===== config.mk =====
export PLATFORM = sky130hd
export DESIGN_NAME = rps_remote_port
export DESIGN_NICKNAME = d
export VERILOG_FILES = /design/src/design/rps_pkg.sv /design/src/design/rps_remote_port.sv /design/src/design/rps_rx_mem.sv
export SDC_FILE = /design/constraint.sdc
export NUM_CORES = 2
export LEC_CHECK = 0
export BUFFER_PORTS_ARGS = -buffer_cell sky130_fd_sc_hd__clkbuf_2
export CELL_PAD_IN_SITES_DETAIL_PLACEMENT = 1
export CELL_PAD_IN_SITES_GLOBAL_PLACEMENT = 1
export CORE_ASPECT_RATIO = 1.75
export CORE_MARGIN = 2
export CORE_UTILIZATION = 58
export CTS_CLUSTER_DIAMETER = 150
export DETAILED_ROUTE_END_ITERATION = 12
export PLACE_DENSITY = 0.93
export SLEW_MARGIN = 25
export SYNTH_ARGS = -nofsm -noshare
export SYNTH_HDL_FRONTEND = slang
export SYNTH_SLANG_ARGS = --single-unit

===== constraint.sdc =====
create_clock -name core_clk_in -period 8.5 [get_ports core_clk_in]
set_input_delay 1.7 -clock core_clk_in [delete_from_list [all_inputs] [get_ports core_clk_in]]
set_output_delay 1.7 -clock core_clk_in [all_outputs]
set_load 0.03 [all_outputs]

===== src/design/rps_pkg.sv =====
// rps_pkg: constants, reset values and types of the remote port selector
// assumes a 10 MHz core clock and a 32-bit APB register bus
// How it works
// - exactly one remote link active: instrument bus or serial port, never both.
// - after defaults the instrument bus is active with bus address nine.
// - bus address writes of 0 to 30 taken, larger values rejected.
// - bus address survives instrument reset; only power-on reset restores it.
// - any change of command-language mode forces the instrument bus active.
// - serial port configured and selected only while SCPI mode is in effect.
// - power-up service request raised only when its stored enable is set.
// - bit rates 2400 to 57600 baud offered, 9600 after reset.
// - formats 8 bits no parity, 7 even, 7 odd; default 8 none.
// - flow modes none, XON/XOFF, DTR/DSR, RTS/CTS; none after reset.
// - in XON/XOFF mode 0x13 stops transmit, 0x11 resumes it.
// - in DTR/DSR mode characters start only while DSR is true.
// - in DTR/DSR mode DTR goes false at 100 buffered characters.
// - in RTS/CTS mode characters start only while CTS is true.
// - in RTS/CTS mode RTS goes false at 100 buffered characters.
package rps_pkg;

	////////////////////////////////////////////////////////////////////////
	// register byte offsets
	localparam logic [7:0] OFS_CTRL   = 8'h00;
	localparam logic [7:0] OFS_ADDR   = 8'h04;
	localparam logic [7:0] OFS_STATUS = 8'h08;
	localparam logic [7:0] OFS_TXDATA = 8'h0C;
	localparam logic [7:0] OFS_RXDATA = 8'h10;

	////////////////////////////////////////////////////////////////////////
	// field positions and status layout
	localparam int CTRL_IFACE_BIT = 0;
	localparam int CTRL_SCPI_BIT  = 1;
	localparam int CTRL_BAUD_LSB  = 2;
	localparam int CTRL_FMT_LSB   = 5;
	localparam int CTRL_FLOW_LSB  = 7;
	localparam int CTRL_SRQ_BIT   = 9;
	localparam int ST_W1C_LSB     = 4;
	localparam int ST_W1C_MSB     = 9;
	localparam int ST_CNT_LSB     = 16;

	////////////////////////////////////////////////////////////////////////
	// reset values and limits
	localparam logic [4:0] ADDR_RST    = 5'h09;
	localparam logic [4:0] ADDR_MAX    = 5'h1E;
	localparam logic [2:0] BAUD_RST    = 3'h2;
	localparam logic [2:0] BAUD_MAX    = 3'h5;
	localparam logic       SCPI_RST    = 1'h1;
	localparam logic       SRQ_PON_RST = 1'h1;

	////////////////////////////////////////////////////////////////////////
	// serial characters and buffer
	localparam logic [7:0] CHAR_XOFF   = 8'h13;
	localparam logic [7:0] CHAR_XON    = 8'h11;
	localparam int         RX_DEPTH    = 128;
	localparam int         RX_AW       = 7;
	localparam logic [7:0] RX_NEAR_FULL = 8'h64;
	localparam logic [3:0] FRAME_LAST  = 4'h9;
	localparam logic [2:0] DATA_LAST   = 3'h7;

	////////////////////////////////////////////////////////////////////////
	// bit timing: cycles per bit, nearest whole cycle
	localparam int CLK_HZ = 10_000_000;
	localparam logic [12:0] DIV_2400  = 13'((CLK_HZ + 1200) / 2400);
	localparam logic [12:0] DIV_4800  = 13'((CLK_HZ + 2400) / 4800);
	localparam logic [12:0] DIV_9600  = 13'((CLK_HZ + 4800) / 9600);
	localparam logic [12:0] DIV_19200 = 13'((CLK_HZ + 9600) / 19200);
	localparam logic [12:0] DIV_38400 = 13'((CLK_HZ + 19200) / 38400);
	localparam logic [12:0] DIV_57600 = 13'((CLK_HZ + 28800) / 57600);

	////////////////////////////////////////////////////////////////////////
	// types
	typedef enum logic [1:0] {FMT_N8, FMT_E7, FMT_O7, FMT_BAD} rps_fmt_t;
	typedef enum logic [1:0] {FLOW_NONE, FLOW_XON, FLOW_DSR, FLOW_CTS} rps_flow_t;

	typedef struct packed {
		logic [2:0] baud;
		rps_fmt_t   fmt;
		rps_flow_t  flow;
	} rps_ser_cfg_t;

	localparam rps_ser_cfg_t CFG_RST = '{baud: BAUD_RST, fmt: FMT_N8, flow: FLOW_NONE};

endpackage


===== src/design/rps_remote_port.sv =====
// rps_remote_port: remote link selector with serial port and flow control
// assumes APB master on core clock; serial pins synchronous to core clock
// por_n_in is the power-on reset, rst_n_in the instrument reset
//
// Local design decisions: the APB register port and the register addresses.
`timescale 1ns/1ps
module rps_remote_port #(
	parameter logic [12:0] DIV_2400_P = rps_pkg::DIV_2400
) (
	input  wire logic        core_clk_in,
	input  wire logic        rst_n_in,
	input  wire logic        por_n_in,
	input  wire logic [7:0]  paddr_in,
	input  wire logic        psel_in,
	input  wire logic        penable_in,
	input  wire logic        pwrite_in,
	input  wire logic [31:0] pwdata_in,
	output logic      [31:0] prdata_out,
	output logic             pready_out,
	output logic             pslverr_out,
	output logic             gpib_active_out,
	output logic             serial_active_out,
	output logic      [4:0]  gpib_addr_out,
	output logic             srq_out,
	output logic             txd_out,
	input  wire logic        rxd_in,
	input  wire logic        dsr_in,
	input  wire logic        cts_in,
	output logic             dtr_out,
	output logic             rts_out
);

	typedef enum logic {TX_IDLE, TX_SHIFT} rps_tx_st_t;
	typedef enum logic [1:0] {RX_IDLE, RX_START, RX_DATA, RX_STOP} rps_rx_st_t;

	////////////////////////////////////////////////////////////////////////
	// state
	logic                     wait_reg;
	logic [31:0]              prdata_reg;
	logic                     iface_reg;
	logic                     scpi_reg;
	logic                     srq_pon_reg;
	logic [4:0]               addr_reg;
	rps_pkg::rps_ser_cfg_t    req_cfg_reg;
	rps_pkg::rps_ser_cfg_t    act_cfg_reg;
	logic                     pon_arm_reg;
	logic                     srq_pend_reg;
	logic                     addr_rej_reg;
	logic                     cfg_rej_reg;
	logic                     par_err_reg;
	logic                     frm_err_reg;
	logic                     ovr_reg;
	logic                     paused_reg;
	logic                     tx_full_reg;
	logic [7:0]               tx_hold_reg;
	rps_tx_st_t               tx_st_reg;
	logic [12:0]              tx_cnt_reg;
	logic [3:0]               tx_bit_reg;
	logic [9:0]               tx_frame_reg;
	rps_rx_st_t               rx_st_reg;
	logic [12:0]              rx_cnt_reg;
	logic [2:0]               rx_bit_reg;
	logic [7:0]               rx_sh_reg;
	logic                     rx_done_reg;
	logic [7:0]               rx_char_reg;
	logic                     rx_bad_par_reg;
	logic [rps_pkg::RX_AW-1:0] wr_ptr_reg;
	logic [rps_pkg::RX_AW-1:0] rd_ptr_reg;
	logic [7:0]               count_reg;
	logic [7:0]               count_next;
	logic [7:0]               mem_rdata;
	logic [12:0]              div_sel;
	logic [31:0]              read_val;

	////////////////////////////////////////////////////////////////////////
	// bus decode
	wire acc      = psel_in & penable_in & wait_reg;
	wire wr       = acc & pwrite_in;
	wire rd       = acc & ~pwrite_in;
	wire sel_ctrl = (paddr_in == rps_pkg::OFS_CTRL);
	wire sel_addr = (paddr_in == rps_pkg::OFS_ADDR);
	wire sel_st   = (paddr_in == rps_pkg::OFS_STATUS);
	wire sel_tx   = (paddr_in == rps_pkg::OFS_TXDATA);
	wire sel_rx   = (paddr_in == rps_pkg::OFS_RXDATA);
	wire hit      = sel_ctrl | sel_addr | sel_st | sel_tx | sel_rx;
	wire wr_ctrl  = wr & sel_ctrl;
	wire wr_addr  = wr & sel_addr;
	wire wr_st    = wr & sel_st;
	wire wr_tx    = wr & sel_tx;
	wire rd_rx    = rd & sel_rx;

	assign pready_out  = wait_reg;
	assign pslverr_out = wait_reg & ~hit;
	assign prdata_out  = prdata_reg;

	////////////////////////////////////////////////////////////////////////
	// control write fields
	wire       scpi_new  = pwdata_in[rps_pkg::CTRL_SCPI_BIT];
	wire       mode_chg  = scpi_new != scpi_reg;
	wire [2:0] baud_new  = pwdata_in[rps_pkg::CTRL_BAUD_LSB +: 3];
	wire [1:0] fmt_new   = pwdata_in[rps_pkg::CTRL_FMT_LSB +: 2];
	wire [1:0] flow_new  = pwdata_in[rps_pkg::CTRL_FLOW_LSB +: 2];
	wire       baud_ok   = baud_new <= rps_pkg::BAUD_MAX;
	wire       fmt_ok    = fmt_new != rps_pkg::FMT_BAD;
	wire       ser_ok    = scpi_reg & ~mode_chg;
	wire       cfg_bad   = wr_ctrl & ser_ok & ~(baud_ok & fmt_ok);
	wire [4:0] addr_new  = pwdata_in[4:0];
	wire       addr_ok   = (pwdata_in[31:5] == 27'h0000000) & (addr_new <= rps_pkg::ADDR_MAX);
	wire [5:0] w1c       = wr_st ? pwdata_in[rps_pkg::ST_W1C_MSB:rps_pkg::ST_W1C_LSB] : 6'h00;

	////////////////////////////////////////////////////////////////////////
	// link selection and serial enable
	// one link only
	assign gpib_active_out   = ~iface_reg;
	assign serial_active_out = iface_reg;
	assign gpib_addr_out     = addr_reg;
	assign srq_out           = srq_pend_reg;
	wire ser_en = iface_reg & scpi_reg;

	////////////////////////////////////////////////////////////////////////
	// bit period of the active rate
	always_comb begin
		case (act_cfg_reg.baud)
			3'h0:    div_sel = DIV_2400_P;
			3'h1:    div_sel = rps_pkg::DIV_4800;
			3'h2:    div_sel = rps_pkg::DIV_9600;
			3'h3:    div_sel = rps_pkg::DIV_19200;
			3'h4:    div_sel = rps_pkg::DIV_38400;
			3'h5:    div_sel = rps_pkg::DIV_57600;
			default: div_sel = rps_pkg::DIV_9600;
		endcase
	end

	wire [12:0] div_m1  = div_sel - 13'h0001;
	wire [12:0] half_m1 = {1'b0, div_sel[12:1]} - 13'h0001;

	////////////////////////////////////////////////////////////////////////
	// transmit gating
	// xoff pauses output
	wire flow_xon = act_cfg_reg.flow == rps_pkg::FLOW_XON;
	wire flow_ok  = (act_cfg_reg.flow == rps_pkg::FLOW_NONE) |
	                (flow_xon & ~paused_reg) |
	                ((act_cfg_reg.flow == rps_pkg::FLOW_DSR) & dsr_in) |
	                ((act_cfg_reg.flow == rps_pkg::FLOW_CTS) & cts_in);
	wire tx_start = ser_en & tx_full_reg & (tx_st_reg == TX_IDLE) & flow_ok;
	wire rx_start = ser_en & (rx_st_reg == RX_IDLE) & ~rxd_in;
	wire cfg_load = (tx_st_reg == TX_IDLE) & ~tx_start & (rx_st_reg == RX_IDLE) & ~rx_start;

	// parity bit of the seven data bits
	wire tx_par   = (act_cfg_reg.fmt == rps_pkg::FMT_O7) ? ~^tx_hold_reg[6:0] : ^tx_hold_reg[6:0];
	wire tx_b7    = (act_cfg_reg.fmt == rps_pkg::FMT_N8) ? tx_hold_reg[7] : tx_par;

	////////////////////////////////////////////////////////////////////////
	// receive buffer control
	wire is_pace  = flow_xon & ((rx_char_reg == rps_pkg::CHAR_XOFF) |
	                            (rx_char_reg == rps_pkg::CHAR_XON));
	wire full     = count_reg == 8'(rps_pkg::RX_DEPTH);
	wire empty    = count_reg == 8'h00;
	wire push     = rx_done_reg & ~is_pace & ~full;
	wire pop      = rd_rx & ~empty;
	wire ovr_set  = rx_done_reg & ~is_pace & full;
	wire near_full = count_reg >= rps_pkg::RX_NEAR_FULL;

	always_comb begin
		count_next = count_reg;
		if (push & ~pop) begin
			count_next = count_reg + 8'h01;
		end else if (pop & ~push) begin
			count_next = count_reg - 8'h01;
		end
	end

	assign dtr_out = ~((act_cfg_reg.flow == rps_pkg::FLOW_DSR) & near_full);
	assign rts_out = ~((act_cfg_reg.flow == rps_pkg::FLOW_CTS) & near_full);
	assign txd_out = tx_frame_reg[0];

	////////////////////////////////////////////////////////////////////////
	// read mux
	always_comb begin
		read_val = 32'h00000000;
		case (1'b1)
			sel_ctrl: read_val = {22'h000000, srq_pon_reg, req_cfg_reg.flow,
			                      req_cfg_reg.fmt, req_cfg_reg.baud, scpi_reg, iface_reg};
			sel_addr: read_val = {27'h0000000, addr_reg};
			sel_st:   read_val = {8'h00, count_reg, 5'h00, (req_cfg_reg != act_cfg_reg),
			                      srq_pend_reg, ovr_reg, frm_err_reg, par_err_reg, cfg_rej_reg,
			                      addr_rej_reg, paused_reg, ~empty,
			                      (tx_st_reg == TX_SHIFT), tx_full_reg};
			sel_rx:   read_val = empty ? 32'h00000000 : {24'h000000, mem_rdata};
			default:  read_val = 32'h00000000;
		endcase
	end

	////////////////////////////////////////////////////////////////////////
	// bus wait state and read data capture
	always_ff @(posedge core_clk_in) begin
		if (!rst_n_in) begin
			wait_reg   <= 1'b0;
			prdata_reg <= 32'h00000000;
		end else begin
			wait_reg <= psel_in & penable_in & ~wait_reg;
			if (psel_in & penable_in & ~wait_reg) begin
				prdata_reg <= read_val;
			end
		end
	end

	////////////////////////////////////////////////////////////////////////
	// stored settings kept over instrument reset
	always_ff @(posedge core_clk_in) begin
		if (!por_n_in) begin
			addr_reg    <= rps_pkg::ADDR_RST;
			srq_pon_reg <= rps_pkg::SRQ_PON_RST;
			pon_arm_reg <= 1'b1;
		end else begin
			if (wr_addr & addr_ok) begin
				addr_reg <= addr_new;
			end
			if (wr_ctrl) begin
				srq_pon_reg <= pwdata_in[rps_pkg::CTRL_SRQ_BIT];
			end
			if (rst_n_in) begin
				pon_arm_reg <= 1'b0;
			end
		end
	end

	always_ff @(posedge core_clk_in) begin
		if (!por_n_in) begin
			srq_pend_reg <= 1'b0;
		end else begin
			srq_pend_reg <= (pon_arm_reg & rst_n_in & srq_pon_reg) | (srq_pend_reg & ~w1c[5]);
		end
	end

	////////////////////////////////////////////////////////////////////////
	// mode and serial settings
	always_ff @(posedge core_clk_in) begin
		if (!rst_n_in) begin
			iface_reg   <= 1'b0;
			scpi_reg    <= rps_pkg::SCPI_RST;
			req_cfg_reg <= rps_pkg::CFG_RST;
			act_cfg_reg <= rps_pkg::CFG_RST;
		end else begin
			if (wr_ctrl) begin
				scpi_reg <= scpi_new;
				iface_reg <= ser_ok & pwdata_in[rps_pkg::CTRL_IFACE_BIT];
				if (ser_ok & baud_ok & fmt_ok) begin
					req_cfg_reg <= '{baud: baud_new, fmt: rps_pkg::rps_fmt_t'(fmt_new),
					                 flow: rps_pkg::rps_flow_t'(flow_new)};
				end
			end
			if (cfg_load) begin
				act_cfg_reg <= req_cfg_reg;
			end
		end
	end

	////////////////////////////////////////////////////////////////////////
	// sticky status flags, a set beats a clear
	always_ff @(posedge core_clk_in) begin
		if (!rst_n_in) begin
			addr_rej_reg <= 1'b0;
			cfg_rej_reg  <= 1'b0;
			par_err_reg  <= 1'b0;
			frm_err_reg  <= 1'b0;
			ovr_reg      <= 1'b0;
		end else begin
			addr_rej_reg <= (wr_addr & ~addr_ok) | (addr_rej_reg & ~w1c[0]);
			cfg_rej_reg  <= cfg_bad | (cfg_rej_reg & ~w1c[1]);
			par_err_reg  <= (rx_done_reg & rx_bad_par_reg) | (par_err_reg & ~w1c[2]);
			frm_err_reg  <= (rx_st_reg == RX_STOP & rx_cnt_reg == 13'h0000 & ~rxd_in) |
			                (frm_err_reg & ~w1c[3]);
			ovr_reg      <= ovr_set | (ovr_reg & ~w1c[4]);
		end
	end

	////////////////////////////////////////////////////////////////////////
	// in-band pacing
	always_ff @(posedge core_clk_in) begin
		if (!rst_n_in) begin
			paused_reg <= 1'b0;
		end else if (!flow_xon) begin
			paused_reg <= 1'b0;
		end else if (rx_done_reg) begin
			if (rx_char_reg == rps_pkg::CHAR_XOFF) begin
				paused_reg <= 1'b1;
			end else if (rx_char_reg == rps_pkg::CHAR_XON) begin
				paused_reg <= 1'b0;
			end
		end
	end

	////////////////////////////////////////////////////////////////////////
	// transmit holding register
	always_ff @(posedge core_clk_in) begin
		if (!rst_n_in) begin
			tx_full_reg <= 1'b0;
			tx_hold_reg <= 8'h00;
		end else if (wr_tx & ~tx_full_reg) begin
			tx_full_reg <= 1'b1;
			tx_hold_reg <= pwdata_in[7:0];
		end else if (tx_start) begin
			tx_full_reg <= 1'b0;
		end
	end

	////////////////////////////////////////////////////////////////////////
	// transmit shifter: start, eight bits, stop
	always_ff @(posedge core_clk_in) begin
		if (!rst_n_in) begin
			tx_st_reg    <= TX_IDLE;
			tx_cnt_reg   <= 13'h0000;
			tx_bit_reg   <= 4'h0;
			tx_frame_reg <= 10'h3FF;
		end else begin
			case (tx_st_reg)
				TX_IDLE: begin
					if (tx_start) begin
						tx_st_reg    <= TX_SHIFT;
						tx_cnt_reg   <= div_m1;
						tx_bit_reg   <= 4'h0;
						tx_frame_reg <= {1'b1, tx_b7, tx_hold_reg[6:0], 1'b0};
					end
				end
				TX_SHIFT: begin
					if (tx_cnt_reg != 13'h0000) begin
						tx_cnt_reg <= tx_cnt_reg - 13'h0001;
					end else begin
						tx_frame_reg <= {1'b1, tx_frame_reg[9:1]};
						tx_cnt_reg   <= div_m1;
						tx_bit_reg   <= tx_bit_reg + 4'h1;
						if (tx_bit_reg == rps_pkg::FRAME_LAST) begin
							tx_st_reg <= TX_IDLE;
						end
					end
				end
				default: tx_st_reg <= TX_IDLE;
			endcase
		end
	end

	////////////////////////////////////////////////////////////////////////
	// receive shifter, samples at bit centres
	always_ff @(posedge core_clk_in) begin
		if (!rst_n_in) begin
			rx_st_reg      <= RX_IDLE;
			rx_cnt_reg     <= 13'h0000;
			rx_bit_reg     <= 3'h0;
			rx_sh_reg      <= 8'h00;
			rx_done_reg    <= 1'b0;
			rx_char_reg    <= 8'h00;
			rx_bad_par_reg <= 1'b0;
		end else begin
			rx_done_reg <= 1'b0;
			case (rx_st_reg)
				RX_IDLE: begin
					if (rx_start) begin
						rx_st_reg  <= RX_START;
						rx_cnt_reg <= half_m1;
					end
				end
				RX_START: begin
					if (rx_cnt_reg != 13'h0000) begin
						rx_cnt_reg <= rx_cnt_reg - 13'h0001;
					end else begin
						rx_st_reg  <= rxd_in ? RX_IDLE : RX_DATA;
						rx_cnt_reg <= div_m1;
						rx_bit_reg <= 3'h0;
					end
				end
				RX_DATA: begin
					if (rx_cnt_reg != 13'h0000) begin
						rx_cnt_reg <= rx_cnt_reg - 13'h0001;
					end else begin
						rx_sh_reg  <= {rxd_in, rx_sh_reg[7:1]};
						rx_cnt_reg <= div_m1;
						rx_bit_reg <= rx_bit_reg + 3'h1;
						if (rx_bit_reg == rps_pkg::DATA_LAST) begin
							rx_st_reg <= RX_STOP;
						end
					end
				end
				RX_STOP: begin
					if (rx_cnt_reg != 13'h0000) begin
						rx_cnt_reg <= rx_cnt_reg - 13'h0001;
					end else begin
						rx_st_reg   <= RX_IDLE;
						rx_done_reg <= 1'b1;
						rx_char_reg <= (act_cfg_reg.fmt == rps_pkg::FMT_N8) ? rx_sh_reg :
						               {1'b0, rx_sh_reg[6:0]};
						rx_bad_par_reg <= (act_cfg_reg.fmt == rps_pkg::FMT_E7) ? ^rx_sh_reg :
						                  (act_cfg_reg.fmt == rps_pkg::FMT_O7) ? ~^rx_sh_reg :
						                  1'b0;
					end
				end
				default: rx_st_reg <= RX_IDLE;
			endcase
		end
	end

	////////////////////////////////////////////////////////////////////////
	// receive buffer pointers
	always_ff @(posedge core_clk_in) begin
		if (!rst_n_in) begin
			wr_ptr_reg <= '0;
			rd_ptr_reg <= '0;
			count_reg  <= 8'h00;
		end else begin
			count_reg <= count_next;
			if (push) begin
				wr_ptr_reg <= wr_ptr_reg + 7'h01;
			end
			if (pop) begin
				rd_ptr_reg <= rd_ptr_reg + 7'h01;
			end
		end
	end

	rps_rx_mem u_rx_mem (
		.core_clk_in (core_clk_in),
		.wr_en_in    (push),
		.wr_addr_in  (wr_ptr_reg),
		.wr_data_in  (rx_char_reg),
		.rd_addr_in  (rd_ptr_reg),
		.rd_data_out (mem_rdata)
	);

endmodule // rps_remote_port


===== src/design/rps_rx_mem.sv =====
// rps_rx_mem: receive character store, one write port, registered read
// assumes the caller keeps its own pointers and never overfills it
`timescale 1ns/1ps
module rps_rx_mem (
	input  wire logic                       core_clk_in,
	input  wire logic                       wr_en_in,
	input  wire logic [rps_pkg::RX_AW-1:0]  wr_addr_in,
	input  wire logic [7:0]                 wr_data_in,
	input  wire logic [rps_pkg::RX_AW-1:0]  rd_addr_in,
	output logic      [7:0]                 rd_data_out
);

	logic [7:0] mem_reg [rps_pkg::RX_DEPTH];

	// write port and registered read
	always_ff @(posedge core_clk_in) begin
		if (wr_en_in) begin
			mem_reg[wr_addr_in] <= wr_data_in;
		end
		rd_data_out <= mem_reg[rd_addr_in];
	end

endmodule // rps_rx_mem


Word level (Yosys, flattened, before mapping). Memory sizes are Yosys's and may differ from the RTL's. A register that Yosys moved wholly into a read port is not among the register bits. Cells that the tools add are included.

Register bits after elaboration: 158. Memory bits (writable): 1024. Bits of input ports: 49. Memories: 1.

Add/sub/neg operators: 10. Order comparisons: 3. Equal/unequal tests: 32. Multiplexer cells: 48. Bitwise operators: 95. Reductions and logical operators: 29.

Memories: u_rx_mem.mem_reg (depth 128, bits a word 8, rd ports 1, clocked after Yosys merged registers in 1, wr ports 1, RTL line rps_rx_mem.sv:13) `logic [7:0] mem_reg [rps_pkg::RX_DEPTH];`.

Operators with widths (number): 2-to-1 mux 24 bit (3); 2-to-1 mux 13 bit (5); case mux 13 bit (5 select lines) (1); AND 1 bit (54); 2-to-1 mux 8 bit (5); case mux 13 bit (3 select lines) (1); subtractor 13 x 1 -> 13 bit, second input constant (3); logical NOT 27 bit (1); NOT 1 bit (27); case mux 13 bit (2 select lines) (1); nonzero test 13 bit (2); == test 8 x 5 -> 1 bit, second input constant (3); 2-to-1 mux 10 bit (2); case mux 10 bit (2 select lines) (1); == test 8 x 4 -> 1 bit, second input constant (2); logical NOT 8 bit (2); != test 2 bit, second input constant (8); AND reduction 2 bit (8); adder 7 x 1 -> 7 bit, second input constant (2); 2-to-1 mux 1 bit (14); OR 1 bit (14); logical NOT 13 bit (1); subtractor 12 x 1 -> 13 bit, second input constant (1); 2-to-1 mux 2 bit (6); other kinds (35) (50).

Logic depth before layout (Yosys ltp).
Depth after elaboration: 10. Depth in mapped cells: 15. Mapped depth without buffers: 13.

Cells and area by module. From an unflattened synthesis, not the netlist that was laid out.

Cell total of the unflattened synthesis: 2603. Area, all modules: 47591.9 um^2.

By module, submodules not included: rps_rx_mem (times used 1, cells each 1635, area each 39665.5 um^2, sequential area each 30909.6 um^2); rps_remote_port (times used 1, cells each 968, area each 7926.4 um^2, sequential area each 2882.8 um^2).

Worst setup path after synthesis. No wires, ideal clock.

Path type: flip-flop to flip-flop. Start point: reg rx_char_reg[4]. End point: reg count_reg[7]. Library setup time: 0.115 ns. Arrival time: 4.871 ns. Data required time: 8.385 ns. Setup slack: 3.514 ns. Stages on the path, launching flop included: 14. Path buffers: 1. Period minus slack after synthesis: 4.986 ns. Path through: dfxtp_1 or4b_1 o41ai_1 nor2b_1 buf_2 ha_1 inv_1 ha_1 a21oi_1 o21ai_0 a2111oi_0 o21ai_0 and3_1 o21a_1.

Cells in the longest elaborated chain, start to end: 9.

RTL lines: start: declaration (RTL line rps_remote_port.sv:65) `logic [7:0] rx_char_reg;`; start signal: assignment (RTL line rps_remote_port.sv:390) `rx_char_reg <= (act_cfg_reg.fmt == rps_pkg::FMT_N8) ? rx_sh_reg :`; == test 8 x 5 -> 1 bit, on equally long branches (RTL line rps_remote_port.sv:155, rps_remote_port.sv:156); OR 1 bit (*) (RTL line rps_remote_port.sv:155) `wire is_pace = flow_xon & ((rx_char_reg == rps_pkg::CHAR_XOFF) |`; AND 1 bit (*) (RTL line rps_remote_port.sv:155); NOT 1 bit (*) (RTL line rps_remote_port.sv:159) `wire push = rx_done_reg & ~is_pace & ~full;`; AND 1 bit (*) (2 in series) (RTL line rps_remote_port.sv:159); via push (RTL line rps_remote_port.sv:159); NOT 1 bit (RTL line rps_remote_port.sv:168) `end else if (pop & ~push) begin`; AND 1 bit (RTL line rps_remote_port.sv:168); nonzero test 2 bit (no line); end signal: assignment (RTL line rps_remote_port.sv:410) `count_reg <= count_next;`; end: declaration (RTL line rps_remote_port.sv:69) `logic [7:0] count_reg;`.

Mark *: on every way through the listed nets, which the timed path passes. The rest lies on a longest branch. A chain may end at the register's enable or synchronous reset.

Worst setup path in the final report.
Start point: in paddr_in[0]. End point: reg count_reg[7].

Cells in the longest elaborated chain, start to end: 6.

RTL lines: start: declaration (RTL line rps_remote_port.sv:13) `input wire logic [7:0] paddr_in,`; == test 8 x 5 -> 1 bit (*) (RTL line rps_remote_port.sv:84) `wire sel_rx = (paddr_in == rps_pkg::OFS_RXDATA);`; AND 1 bit (*) (RTL line rps_remote_port.sv:90) `wire rd_rx = rd & sel_rx;`; AND 1 bit (*) (RTL line rps_remote_port.sv:160) `wire pop = rd_rx & ~empty;`; NOT 1 bit (RTL line rps_remote_port.sv:166) `if (push & ~pop) begin`; AND 1 bit (RTL line rps_remote_port.sv:166); 2-to-1 mux 8 bit / nonzero test 2 bit (equally long branches).

Every way passes the cells marked *; elsewhere a longest branch is shown, timed or not.

==> impl_metrics.toml <==
[status]
status = "finished clean"

[floorplanning]
die_h_um = 383
core_um2 = 81700
start_util_pct = 58.3
die_w_um = 221
std_cell_rows = 139
die_area_um2 = 84600
io_pins = 94

[sta]
worst_pin_slew_ps = 1340
fin_setup_tns_ps = 0
min_period_ps = 5130
finalSetupViolCount = 0
rsz0062_at_grt = "no"
min_period_over_period_pct = 60.3
hold_viol_final = 0
slew_headroom_pct = 10.5
slew_violations = 0
fmax_mhz = 195
fin_skew_ps = 31.7

[logic_synthesis]
avgSynthCellArea_um2 = 17.3
synthesis.area_um2 = 47700
synth_top_area_share_pct = 64.5
yosysMostFrequentCell = "edfxtp_1"
synthTopCellsByCount = "edfxtp_1, mux4_2, nor2_1"
synth_ff_type = "edfxtp_1"
synth.distinct_cells = 84
async_reset_ff_share_pct = 0
synth_edf_count = 1024
synth_area_leaders = "edfxtp_1, mux4_2, dfxtp_1"
syn_inst = 2764
synth_seq_cells = 1176
yosysTopAreaCell = "edfxtp_1"
seq_area_frac_synth_pct = 70.9
ys.warnings.count = 0

[layout]
syn_to_final_growth_pct = 9.53
largest_register_ffs = 1024
seq_area_um2 = 33800
n_fill_cell = 6917
drive_above_1_share_pct = 20.2
num-nets-final = 2893
stdcell_area_um2 = 52200
multi_input_area_um2 = 13000

[pwr]
seq_power_share_pct = 55.4
power_density_nw_per_um2 = 214
power.internal_mw = 8.80
cellLeakagePower_nw = 16.5
combPwrFrac_pct = 1.7
ir_drop_uv = 238
p_sw_share_pct = 21.1
p_sw_mw = 2.36
clkPwrFrac_pct = 42.9

[worst_setup_path]
worstPathArrival_ps = 5730
critPathCaptureType = "register"
crit_fanout = 8
worstPathRequired_ps = 9100
critPathKind = "in2reg"
start_kind = "input port"

[placement]
portBuffers = 80
post_dp_cell_area_um2 = 48900
dp_hpwl_um = 84700
gp_congestion = 0.898

[clock_network]
root_buffer = "clkbuf_16"
clk_pin_slew_ps = 70
h-tree-depth = 3
post-cts-setup-buffers = 0
cts_made_buffers = 95
clockBufferDepth = 3
clkLatencyLatePin_ps = 720
ctsHoldBuffers = 0
cts_tree = "done"
cts-resized-gates = 0
clock-sinks = 1176

[route]
drc = 0
firstDrtPassIters = 5
vias = 28954
routed_wl_um = 151000
detail-route-antenna-nets = 0
wl_per_cell_um = 38.2
first_iter_violations = 4479
vias_per_cell = 7.31

[min_path]
hold_class = "reg2reg"

[global_route]
grt_max_degree = 109
overflow = 0
antenna_found_initial = 10
grt_pass1_wl_um = 216000
grt_use_total_pct = 36.3
grt_pass1_vias = 29933

[run]
maxCapViolations = 0
==> layer usage <==
metal | track usage [%] | wire length, µm | up-vias
li1 | - | - | 11087
met3 | 8.56 | 15300 | 769
met5 | 0 | 110 | -
met4 | 25.1 | 13500 | 16
met1 | 42.6 | 47700 | 14577
met2 | 59.1 | 74500 | 2505
==> worst paths after layout <==
check	endpoint	slack, ps	cells after the start	start
setup reg to reg	u_rx_mem.mem_reg[113][2]	3470	7	rx_char_reg[5]
hold reg to reg	prdata_out[17]	460	2	prdata_out[17]
hold / removal	prdata_out[17]	460	2	prdata_out[17]
setup / recovery	count_reg[7]	3370	14	paddr_in[0]
==> cell type report <==
class                   count  share of cell area [%]
repair buffers            117                    1.40
multi-input cells        1403                    24.8
clock buffers             110                    4.74
flip-flops and latches   1176                    64.8
clock inverters            66                    1.49
inverters                  28                   0.204
diodes                      2                 0.00958
well taps                1057                    2.53
==> cells in the final DEF, fill, tap and decap left out, types with 17 or more instances in the layout <==
master and count:
a21oi_1 95, nor2_1 248, o22ai_1 18, buf_4 30
xnor2_1 30, nor4_1 17, clkbuf_2 80, a211oi_1 21
inv_1 25, mux2_2 25, mux4_2 256, nand2_1 134
dfxtp_1 141, nor3_1 21, ha_1 22, edfxtp_1 1024
xor2_1 20, nor2b_1 23, o21ai_0 42, nand3_1 61
a22oi_1 30, clkbuf_16 97, mux2i_1 105
==> cell families (layout without fill, tap and decap cells) <==
logic type | count (synthesis) | in the layout | share of synthesized area, %
multiplexers | 391 | 391 | 15.1
AO/OA/AOI/OAI | 319 | 319 | 4.44
adder cells (fa/ha/maj) | 23 | 23 | 0.619
AND/OR/NAND/NOR | 607 | 607 | 5.96
buffers and inverters | 197 | 321 | 2.07
other | 1 | 15 | 0.00786
flip-flops | 1176 | 1176 | 70.9
XOR/XNOR | 50 | 50 | 0.918
==> power groups by stage <==
stage                     registers, mW  clock network (mW)  logic [mW]
after floorplan                    6.32                   0       0.120
after global placement             6.31                   0       0.160
after detailed placement           6.31                   0       0.171
after CTS                          6.18                4.78       0.177
after global routing               6.18                4.97       0.194
final                              6.18                4.79       0.185
==> critical path, stage by stage <==
cell,delay [ps]
clkbuf_2,70
or4_1,570
nor2_1,210
and4_1,520
inv_1,150
ha_1,220
inv_1,260
ha_1,300
a21oi_1,200
o21ai_0,150
a2111oi_0,620
o21ai_0,290
and3_1,260
o21a_1,200
==> per-stage QoR <==
step | hold slack [ps] | std cells | setup WS (ps) | total power, mW | utilization [%]
floorplan | 437 | 2776 | 3510 | 6.44 | -
global placement | 441 | 3780 | 3000 | 6.47 | 59.9
detailed placement | 451 | 3781 | 2920 | 6.48 | 59.9
CTS | 459 | 3957 | 3340 | 11.1 | 63.9
global route | 483 | 3959 | 3190 | 11.3 | 63.9
finish | 455 | 3959 | 3370 | 11.2 | 63.9
(Power assumes the default switching activity.)
